**src/pkg/mgp_defs.vh**
```
// constants for the three multiplexed general-purpose ports
// assumes an 8-bit register port and a single core clock
`ifndef MGP_DEFS_VH
`define MGP_DEFS_VH

// ----------------------------------------
// register offsets
// ----------------------------------------
`define MGP_OFF_F_DIR 8'h00
`define MGP_OFF_F_PIN 8'h01
`define MGP_OFF_F_LAT 8'h02
`define MGP_OFF_G_DIR 8'h03
`define MGP_OFF_G_PIN 8'h04
`define MGP_OFF_G_LAT 8'h05
`define MGP_OFF_H_DIR 8'h06
`define MGP_OFF_H_PIN 8'h07
`define MGP_OFF_H_LAT 8'h08
`define MGP_OFF_ACFG 8'h09
`define MGP_OFF_CMP 8'h0a
`define MGP_OFF_CIO 8'h0b

// ----------------------------------------
// reset values
// ----------------------------------------
`define MGP_DIR_RST_F 8'hff
`define MGP_DIR_RST_G 5'h1f
`define MGP_DIR_RST_H 8'hff
`define MGP_LAT_RST_F 8'h00
`define MGP_LAT_RST_G 5'h00
`define MGP_LAT_RST_H 8'h00
`define MGP_ACFG_RST 6'h00
`define MGP_CMP_RST 6'h00
`define MGP_CIO_RST 4'h0
`define MGP_RD_NONE 8'h00

// ----------------------------------------
// field positions and codes
// ----------------------------------------
`define MGP_PCFG_ALL_DIG 4'hf
`define MGP_PCFG_MAX 5'h0f
`define MGP_CMP_OFF 3'h7
`define MGP_CMP_OUT_MODE 3'h3
`define MGP_CIO_TX1SRC 3
`define MGP_CIO_TX1EN 2
`define MGP_AN_F_BASE 5
`define MGP_AN_H_BASE 12
`define MGP_G_TX 0
`define MGP_G_TX1 1
`define MGP_G_RX 2
`define MGP_F_C2 1
`define MGP_F_C1 2
`define MGP_F_REF 5

`endif

```
**src/hdl/mgp_ports.v**
```verilog
// three general-purpose ports with direction, pin and latch registers
// assumes pin inputs already synchronous to clock and a simple register port
// with read data one cycle after the read strobe

`include "mgp_defs.vh"

// Overview of operation
// - direction one: second-port pin floats as input
// - direction zero: second-port pin drives latch
// - latch register reads latch, not pins
// - second port has exactly five pins
// - low three second-port pins shared with CAN
// - second-port bit 0 carries CAN transmit
// - bit 1 carries complement transmit or bit clock
// - bit 2 passes pin level to CAN receive
// - pin register reads pins, writes latch
// - latch register readable and writable
// - every reset sets all direction bits
// - latches cleared only on power-on reset
// - first-port bits 1,2 give comparator outputs
// - first-port bit 5 gives comparator reference
// - third-port bits 4-7 are analog 12-15
// - after power-on, low seven first-port pins analog
module mgp_ports #(
   parameter F_W = 8,
   parameter G_W = 5,
   parameter H_W = 8
) (
   // clock and resets
   input wire clock,
   input wire rst_b,
   input wire por_b,
   // register port
   input wire [7:0] reg_addr,
   input wire [7:0] reg_wdata,
   input wire reg_wr,
   input wire reg_rd,
   output wire [7:0] reg_rdata,
   // first port pins
   input wire [F_W-1:0] f_pin_in,
   output wire [F_W-1:0] f_pin_out,
   output wire [F_W-1:0] f_pin_oe,
   // second port pins
   input wire [G_W-1:0] g_pin_in,
   output wire [G_W-1:0] g_pin_out,
   output wire [G_W-1:0] g_pin_oe,
   // third port pins
   input wire [H_W-1:0] h_pin_in,
   output wire [H_W-1:0] h_pin_out,
   output wire [H_W-1:0] h_pin_oe,
   // comparator side
   input wire comparator_one_result,
   input wire comparator_two_result,
   input wire comparator_reference_out,
   output wire [2:0] comparator_mode,
   output wire [5:0] analog_config_out,
   // can side
   input wire can_enable,
   input wire can_transmit_out,
   input wire can_complement_transmit_out,
   input wire can_bit_clock,
   output wire can_receive_in,
   output wire [3:0] can_pin_control_out
);

   // ----------------------------------------
   // registers
   // ----------------------------------------
   reg [F_W-1:0] f_dir_q;
   reg [G_W-1:0] g_dir_q;
   reg [H_W-1:0] h_dir_q;
   reg [F_W-1:0] f_lat_q;
   reg [G_W-1:0] g_lat_q;
   reg [H_W-1:0] h_lat_q;
   reg [5:0] acfg_q;
   reg [5:0] cmp_q;
   reg [3:0] cio_q;
   reg [7:0] rdata_q;
   reg [7:0] rdata_d;
   reg [F_W-1:0] f_dir_d;
   reg [G_W-1:0] g_dir_d;
   reg [H_W-1:0] h_dir_d;
   reg [F_W-1:0] f_lat_d;
   reg [G_W-1:0] g_lat_d;
   reg [H_W-1:0] h_lat_d;
   reg [5:0] acfg_d;
   reg [5:0] cmp_d;
   reg [3:0] cio_d;

   wire any_rst_b;
   wire [3:0] pcfg;
   wire cmp_on;
   wire cmp_out;
   wire tx1_en;
   wire tx1_sel;
   wire [F_W-1:0] f_analog;
   wire [H_W-1:0] h_analog;
   wire [F_W-1:0] f_digital_in;
   wire [H_W-1:0] h_digital_in;
   wire [F_W-1:0] f_own;
   wire [F_W-1:0] f_alt;
   wire [G_W-1:0] g_own;
   wire [G_W-1:0] g_alt;
   wire [G_W-1:0] g_hold_in;

   // power-on also counts as a reset for the control registers
   assign any_rst_b = rst_b & por_b;

   // ----------------------------------------
   // write decode
   // ----------------------------------------
   // pins and latch offsets share one latch, so both decode to one enable
   wire wr_f_dir;
   wire wr_f_lat;
   wire wr_g_dir;
   wire wr_g_lat;
   wire wr_h_dir;
   wire wr_h_lat;
   wire wr_acfg;
   wire wr_cmp;
   wire wr_cio;

   assign wr_f_dir = reg_wr & (reg_addr == `MGP_OFF_F_DIR);
   assign wr_f_lat = reg_wr &
      ((reg_addr == `MGP_OFF_F_PIN) | (reg_addr == `MGP_OFF_F_LAT));
   assign wr_g_dir = reg_wr & (reg_addr == `MGP_OFF_G_DIR);
   assign wr_g_lat = reg_wr &
      ((reg_addr == `MGP_OFF_G_PIN) | (reg_addr == `MGP_OFF_G_LAT));
   assign wr_h_dir = reg_wr & (reg_addr == `MGP_OFF_H_DIR);
   assign wr_h_lat = reg_wr &
      ((reg_addr == `MGP_OFF_H_PIN) | (reg_addr == `MGP_OFF_H_LAT));
   assign wr_acfg = reg_wr & (reg_addr == `MGP_OFF_ACFG);
   assign wr_cmp = reg_wr & (reg_addr == `MGP_OFF_CMP);
   assign wr_cio = reg_wr & (reg_addr == `MGP_OFF_CIO);

   // ----------------------------------------
   // next register values
   // ----------------------------------------
   // unmapped offsets and read-only bits fall through and keep the old value
   always @*
   begin
      f_dir_d = f_dir_q;
      g_dir_d = g_dir_q;
      h_dir_d = h_dir_q;
      f_lat_d = f_lat_q;
      g_lat_d = g_lat_q;
      h_lat_d = h_lat_q;
      acfg_d = acfg_q;
      cmp_d = cmp_q;
      cio_d = cio_q;
      if (wr_f_dir)
      begin
         f_dir_d = reg_wdata[F_W-1:0];
      end
      if (wr_g_dir)
      begin
         g_dir_d = reg_wdata[G_W-1:0];
      end
      if (wr_h_dir)
      begin
         h_dir_d = reg_wdata[H_W-1:0];
      end
      if (wr_f_lat)
      begin
         f_lat_d = reg_wdata[F_W-1:0];
      end
      if (wr_g_lat)
      begin
         g_lat_d = reg_wdata[G_W-1:0];
      end
      if (wr_h_lat)
      begin
         h_lat_d = reg_wdata[H_W-1:0];
      end
      if (wr_acfg)
      begin
         acfg_d = reg_wdata[5:0];
      end
      if (wr_cmp)
      begin
         cmp_d = reg_wdata[5:0];
      end
      if (wr_cio)
      begin
         cio_d = reg_wdata[7:4];
      end
   end

   // ----------------------------------------
   // analog selection
   // ----------------------------------------
   // channel is analog while its number lies inside the configured range;
   // all-digital code leaves every channel digital
   function is_analog;
      input integer ch;
      input [3:0] cfg;
      begin
         is_analog = (cfg != `MGP_PCFG_ALL_DIG) &&
                     (ch <= (`MGP_PCFG_MAX - {1'b0, cfg}));
      end
   endfunction

   assign pcfg = acfg_q[3:0];
   assign cmp_on = (cmp_q[2:0] != `MGP_CMP_OFF);
   assign cmp_out = (cmp_q[2:0] == `MGP_CMP_OUT_MODE);
   assign tx1_en = cio_q[`MGP_CIO_TX1EN];
   assign tx1_sel = cio_q[`MGP_CIO_TX1SRC];

   genvar gi;
   generate
      for (gi = 0; gi < F_W; gi = gi + 1)
      begin : g_f_an
         if (gi < 7)
         begin : g_ch
            // comparator inputs stay analog while comparators are powered
            assign f_analog[gi] =
               is_analog(gi + `MGP_AN_F_BASE, pcfg) |
               (cmp_on && (gi >= 3)) |
               ((gi == `MGP_F_REF) && comparator_reference_out);
         end
         else
         begin : g_dig
            assign f_analog[gi] = 1'b0;
         end
      end
      for (gi = 0; gi < H_W; gi = gi + 1)
      begin : g_h_an
         if (gi >= 4)
         begin : g_ch
            assign h_analog[gi] = is_analog(gi + `MGP_AN_H_BASE - 4, pcfg);
         end
         else
         begin : g_dig
            assign h_analog[gi] = 1'b0;
         end
      end
   endgenerate

   // analog pins read zero on the digital path
   assign f_digital_in = f_pin_in & ~f_analog;
   assign h_digital_in = h_pin_in & ~h_analog;

   // ----------------------------------------
   // first port output mux
   // ----------------------------------------
   // comparator outputs take over bits 1 and 2 in the output mode
   assign f_own = cmp_out ?
      ({{(F_W-3){1'b0}}, 3'b110}) : {F_W{1'b0}};
   assign f_alt = {{(F_W-3){1'b0}}, comparator_one_result,
                   comparator_two_result, 1'b0};

   generate
      for (gi = 0; gi < F_W; gi = gi + 1)
      begin : g_f_pin
         assign f_pin_out[gi] = f_own[gi] ? f_alt[gi] : f_lat_q[gi];
         // a pin owned by a comparator output is driven even if analog
         assign f_pin_oe[gi] = ~f_dir_q[gi] & (f_own[gi] | ~f_analog[gi]);
      end
   endgenerate

   // ----------------------------------------
   // second port output mux
   // ----------------------------------------
   // with CAN on, bit 0 carries transmit and, if its enable bit in cio_q is set, bit 1 the selected
   // secondary source; direction bits still gate the drivers, so software
   // must clear them for the CAN outputs
   assign g_own = {{(G_W-2){1'b0}}, can_enable & tx1_en, can_enable};
   assign g_alt = {{(G_W-2){1'b0}},
                   tx1_sel ? can_bit_clock : can_complement_transmit_out,
                   can_transmit_out};
   // CAN receive pin is held as input while CAN is on
   assign g_hold_in = {{(G_W-3){1'b0}}, can_enable, 2'b00};

   generate
      for (gi = 0; gi < G_W; gi = gi + 1)
      begin : g_g_pin
         assign g_pin_out[gi] = g_own[gi] ? g_alt[gi] : g_lat_q[gi];
         assign g_pin_oe[gi] = ~g_dir_q[gi] & ~g_hold_in[gi];
      end
   endgenerate

   // recessive level while CAN is off
   assign can_receive_in = can_enable ? g_pin_in[`MGP_G_RX] : 1'b1;

   // ----------------------------------------
   // third port output
   // ----------------------------------------
   assign h_pin_out = h_lat_q;
   assign h_pin_oe = ~h_dir_q & ~h_analog;

   // ----------------------------------------
   // direction and control registers
   // ----------------------------------------
   always @(posedge clock or negedge any_rst_b)
   begin
      if (!any_rst_b)
      begin
         f_dir_q <= `MGP_DIR_RST_F;
         g_dir_q <= `MGP_DIR_RST_G;
         h_dir_q <= `MGP_DIR_RST_H;
         acfg_q <= `MGP_ACFG_RST;
         cmp_q <= `MGP_CMP_RST;
         cio_q <= `MGP_CIO_RST;
      end
      else
      begin
         f_dir_q <= f_dir_d;
         g_dir_q <= g_dir_d;
         h_dir_q <= h_dir_d;
         acfg_q <= acfg_d;
         cmp_q <= cmp_d;
         cio_q <= cio_d;
      end
   end

   // ----------------------------------------
   // output latches
   // ----------------------------------------
   // only power-on clears them; other resets leave the latched values as they were
   always @(posedge clock or negedge por_b)
   begin
      if (!por_b)
      begin
         f_lat_q <= `MGP_LAT_RST_F;
         g_lat_q <= `MGP_LAT_RST_G;
         h_lat_q <= `MGP_LAT_RST_H;
      end
      else
      begin
         f_lat_q <= f_lat_d;
         g_lat_q <= g_lat_d;
         h_lat_q <= h_lat_d;
      end
   end

   // ----------------------------------------
   // read path
   // ----------------------------------------
   always @*
   begin
      rdata_d = `MGP_RD_NONE;
      case (reg_addr)
         `MGP_OFF_F_DIR: rdata_d[F_W-1:0] = f_dir_q;
         `MGP_OFF_F_PIN: rdata_d[F_W-1:0] = f_digital_in;
         `MGP_OFF_F_LAT: rdata_d[F_W-1:0] = f_lat_q;
         `MGP_OFF_G_DIR: rdata_d[G_W-1:0] = g_dir_q;
         `MGP_OFF_G_PIN: rdata_d[G_W-1:0] = g_pin_in;
         `MGP_OFF_G_LAT: rdata_d[G_W-1:0] = g_lat_q;
         `MGP_OFF_H_DIR: rdata_d[H_W-1:0] = h_dir_q;
         `MGP_OFF_H_PIN: rdata_d[H_W-1:0] = h_digital_in;
         `MGP_OFF_H_LAT: rdata_d[H_W-1:0] = h_lat_q;
         `MGP_OFF_ACFG: rdata_d[5:0] = acfg_q;
         `MGP_OFF_CMP: rdata_d = {comparator_two_result, comparator_one_result, cmp_q};
         `MGP_OFF_CIO: rdata_d[7:4] = cio_q;
         default: rdata_d = `MGP_RD_NONE;
      endcase
   end

   // data held only in the cycle after the strobe, zero otherwise
   always @(posedge clock or negedge any_rst_b)
   begin
      if (!any_rst_b)
      begin
         rdata_q <= `MGP_RD_NONE;
      end
      else if (reg_rd)
      begin
         rdata_q <= rdata_d;
      end
      else
      begin
         rdata_q <= `MGP_RD_NONE;
      end
   end

   assign reg_rdata = rdata_q;

   // ----------------------------------------
   // control outputs to peripherals
   // ----------------------------------------
   assign comparator_mode = cmp_q[2:0];
   assign analog_config_out = acfg_q;
   assign can_pin_control_out = cio_q;

endmodule

```
**config.mk**
```make
export PLATFORM = sky130hd
export DESIGN_NAME = mgp_ports
export DESIGN_NICKNAME = d
export VERILOG_FILES = /design/src/hdl/mgp_ports.v
export VERILOG_INCLUDE_DIRS = /design/src /design/src/pkg
export SDC_FILE = /design/constraint.sdc
export NUM_CORES = 1
export LEC_CHECK = 0
export BUFFER_PORTS_ARGS = -buffer_cell sky130_fd_sc_hd__buf_4
export CAP_MARGIN = 20
export CORE_MARGIN = 3
export CORE_UTILIZATION = 56
export DETAILED_ROUTE_END_ITERATION = 8
export MAX_ROUTING_LAYER = met4
export PLACE_DENSITY_LB_ADDON = 0.25
export SLEW_MARGIN = 5
export SYNTH_ARGS = -nofsm -noshare
export SYNTH_HDL_FRONTEND = slang
export SYNTH_SLANG_ARGS = --single-unit
export TNS_END_PERCENT = 5
```
**constraint.sdc**
```tcl
create_clock -name clock -period 3.8 [get_ports clock]
set_clock_uncertainty 0.05 [all_clocks]
set_input_delay 0.95 -clock clock [delete_from_list [all_inputs] [get_ports clock]]
set_output_delay 0.95 -clock clock [all_outputs]
set_load 0.01 [all_outputs]
```
==> flow_metrics.py <==
metrics = {
    "outcome": {
        "status": "complete, no violations",
    },
    "cts": {
        "cts_made_buffers": 9,
        "clock_latency_ns": 0.34,
        "ctsHoldBuffers": 0,
        "clkSlewWorstSetupHoldPaths_ns": 0.08,
        "root_buffer": "clkbuf_8",
        "cts_buffer_depth": 2,
        "cts-resized-gates": 0,
        "clock_sinks": 66,
        "cts_htree_levels": 3,
        "post_cts.repair.setup_buffers": 0,
        "cts_tree": "built",
    },
    "placement": {
        "place_congestion": 0.978,
        "dp_slack_ns": 0.781,
        "dpl.hpwl_microns": 9280,
        "port_buffers": 112,
    },
    "timing": {
        "tightest_slew_ns": 0.820,
        "post-route-period-util_pct": 77.7,
        "finalHoldViolCount": 0,
        "rsz0062_at_grt": "no",
        "relSlewSlack_pct": 45.2,
        "maxSlewViolCount": 0,
        "layout_min_cycle_time_ns": 2.95,
        "fin_setup_tns_ns": 0,
        "setup_viol": 0,
        "setup_ws_ns": 0.847,
        "clock.fmax_mhz": 339,
    },
    "power": {
        "switching_share_pct": 29.1,
        "p_clk_share_pct": 36.8,
        "internal-power_mw": 1.22,
        "seqPwrFrac_pct": 46.1,
        "power_density_mw_per_mm2": 353,
        "p_switching_mw": 0.501,
        "combPwrFrac_pct": 17.0,
        "vdd_drop_max_uv": 310,
        "p_leak_nw": 2.27,
    },
    "setup_path": {
        "path_class": "reg -> out",
        "critPathRequiredTime_ns": 2.80,
        "crit_path_start": "analog_config_out[3]",
        "cp_max_fo": 16,
        "worstReg2RegEnd": "reg_rdata[2]",
        "cp_slowest_cell": "dfrtp_1",
        "critPathArrivalTime_ns": 1.95,
        "r2r_slack_ns": 1.94,
        "max_stage_delay_ns": 0.70,
        "cp-endpoint": "f_pin_oe[6]",
        "worst_setup_path_start_kind": "flip-flop",
        "worstRegToRegCells": 4,
        "rr_startpoint": "analog_config_out[1]",
        "critical_path_buf_inv_count": 1,
        "cp_cell_sequence": "nor2_1, nor4_1, buf_4",
        "path_depth": 3,
        "path_delay_family": "flip-flops",
        "end_kind": "primary output",
    },
    "yosys": {
        "muxShareOfSynthArea_pct": 22.8,
        "netlist_instances": 355,
        "syn_area_sq_mm": 0.00390,
        "ys_warn_count": 0,
        "ys_ff_latch": 66,
        "synth-simple-area-share_pct": 14.3,
        "synth_compound_area_share_pct": 12.8,
        "synth_xor_area_share_pct": 0,
        "ys_seq_area_share_pct": 43.0,
        "syn_avg_cell_area_sq_um": 11.0,
        "synth_ff_type": "dfrtp_1",
        "synth_fa_ha_area_share_pct": 0,
        "synthArstFlopShare_pct": 100,
        "synth_edf_count": 0,
        "synth_cell_types": 63,
        "synth_nets": 404,
        "synth_top_family_by_area": "multiplexers",
    },
    "routing": {
        "routed_wl_microns": 12900,
        "dr_wl_met3_microns": 1330,
        "viasPerCell": 6.61,
        "vias": 3495,
        "met1_length_microns": 5090,
        "dr.pass1.iters": 5,
        "antenna_left": 0,
        "drtIter0Drc": 380,
        "route.met2.wl_microns": 5960,
        "top_layer": "met4",
        "wire_per_inst_microns": 24.4,
        "post-route-drc-count": 0,
    },
    "global_routing": {
        "track_usage_pct": 33.6,
        "grt_pass1_wl_microns": 18900,
        "gr-total-overflow": 0,
        "grt_max_degree": 44,
        "antenna_found_initial": 0,
        "grt_pass1_vias": 3334,
    },
    "layout": {
        "nNetsFinal": 496,
        "final_cell_mix": "114 x buf_4, 62 x mux2_2, 45 x dfrtp_1",
        "num_antenna_cells": 0,
        "nFillCells": 468,
        "multi_input_area_sq_mm": 0.00195,
        "layout_commonest_cell": "buf_4",
        "drive_gt1_share_pct": 51.5,
        "seqCellArea_sq_mm": 0.00168,
        "syn_to_final_growth_pct": 24.9,
    },
    "job": {
        "maxCapViolations": 0,
    },
    "floorplan": {
        "die_w_microns": 89.5,
        "die_h_microns": 89.5,
        "ioPinCount": 113,
        "dieArea_sq_mm": 0.00800,
        "start_util_pct": 59.7,
        "row_count": 29,
        "core_sq_mm": 0.00653,
    },
    "worst_hold_path": {
        "hp-class": "in -> async",
    },
}
==> final cells by class <==
type / count / share of cell area (%)
multi-input combinational: 238 / 40.0
sequential: 66 / 34.4
timing repair buffer: 115 / 18.0
clock buffer: 10 / 2.82
tap: 77 / 1.98
clock inverter: 6 / 1.49
inverter: 17 / 1.31
==> registers in the layout, indices dropped and copies added (netlist names) <==
name,flops
cmp_q,6
h_pin_out,8
f_dir_q,8
g_dir_q,5
h_dir_q,8
can_pin_control_out,4
f_lat_q,8
g_lat_q,5
analog_config_out,6
reg_rdata,8
==> logic make-up (layout without fill, tap and decap cells) <==
logic type / after synthesis / after routing
AND/OR/NAND/NOR: 90 / 90
AO/OA/AOI/OAI: 68 / 68
flip-flops: 66 / 66
multiplexers: 80 / 80
buffers and inverters: 51 / 148
==> power by group through the flow <==
| stage | combinational [mW] | clock (mW) | sequential [mW] |
|---|---|---|---|
| detailed placement | 0.287 | 0 | 0.803 |
| global placement | 0.281 | 0 | 0.801 |
| finish | 0.293 | 0.633 | 0.793 |
| global route | 0.314 | 0.658 | 0.796 |
| CTS | 0.288 | 0.633 | 0.791 |
| floorplan | 0.157 | 0 | 0.789 |
==> worst min path at each step <==
stage | end | from | slack (ns) | cells past startpoint
finish | h_pin_out[1] | por_b | 0.44 | 1
global route | h_pin_out[1] | por_b | 0.43 | 1
CTS | h_pin_out[5] | por_b | 0.44 | 1
detailed placement | cmp_q[3] | cmp_q[3] | 0.44 | 1
global placement | cmp_q[5] | cmp_q[5] | 0.44 | 1
floorplan | cmp_q[3] | cmp_q[3] | 0.43 | 1
==> per-layer routing <==
layer	track usage, %	vias to the layer above
met4	13.3	0
met1	44.9	1701
met5	-	-
met3	8.02	49
li1	-	1484
met2	49.6	261
==> worst register-to-register path: stages, from the launching register on <==
cell,delay [ns]
dfrtp_1,0.58
o311ai_0,0.75
o22ai_1,0.15
nand3_1,0.12
a31oi_1,0.09
==> cells in the mapped netlist (2+ instances only) <==
cell,count,share of area [%]
nand3b_1,2,0.38
a32oi_1,3,0.67
mux2i_1,17,4.4
a22oi_1,3,0.58
o2bb2ai_1,6,1.3
and3_1,2,0.32
and2_1,3,0.48
or3b_1,2,0.45
clkbuf_1,8,0.77
buf_2,9,1.2
nand3_2,2,0.51
a41oi_1,2,0.45
mux2_2,62,18
nor2_1,16,1.5
dfstp_2,21,14
inv_1,17,1.6
nand2_1,11,1.1
nor2_4,2,0.58
or2_2,2,0.32
o22ai_1,3,0.48
nor2b_1,4,0.64
buf_6,2,0.58
a311oi_1,2,0.45
o21ai_0,12,1.5
or3_4,2,0.58
nand3_1,11,1.4
o221ai_1,2,0.45
a221oi_1,2,0.45
a22o_1,2,0.45
a31oi_1,4,0.64
nor4_1,4,0.64
o32ai_1,3,0.67
nor3_1,11,1.4
nand2b_1,4,0.64
a21oi_1,8,1.0
a32o_1,2,0.51
dfrtp_1,45,29
a21o_1,2,0.38
buf_4,13,2.5
nand4_1,4,0.64
==> stage by stage <==
stage | hold WS, ns | instance area, sq um | power (mW) | utilization (%) | instances
2_1_floorplan | 0.429 | 3900 | 0.946 | - | 355
3_5_place_dp | 0.444 | 4640 | 1.09 | 71.1 | 512
4_1_cts | 0.438 | 4850 | 1.71 | 74.3 | 528
5_1_grt | 0.434 | 4870 | 1.77 | 74.6 | 529
3_3_place_gp | 0.437 | 4640 | 1.08 | 71.1 | 512
6_report | 0.436 | 4870 | 1.72 | 74.6 | 529
Power figures use the tool's default switching activity.
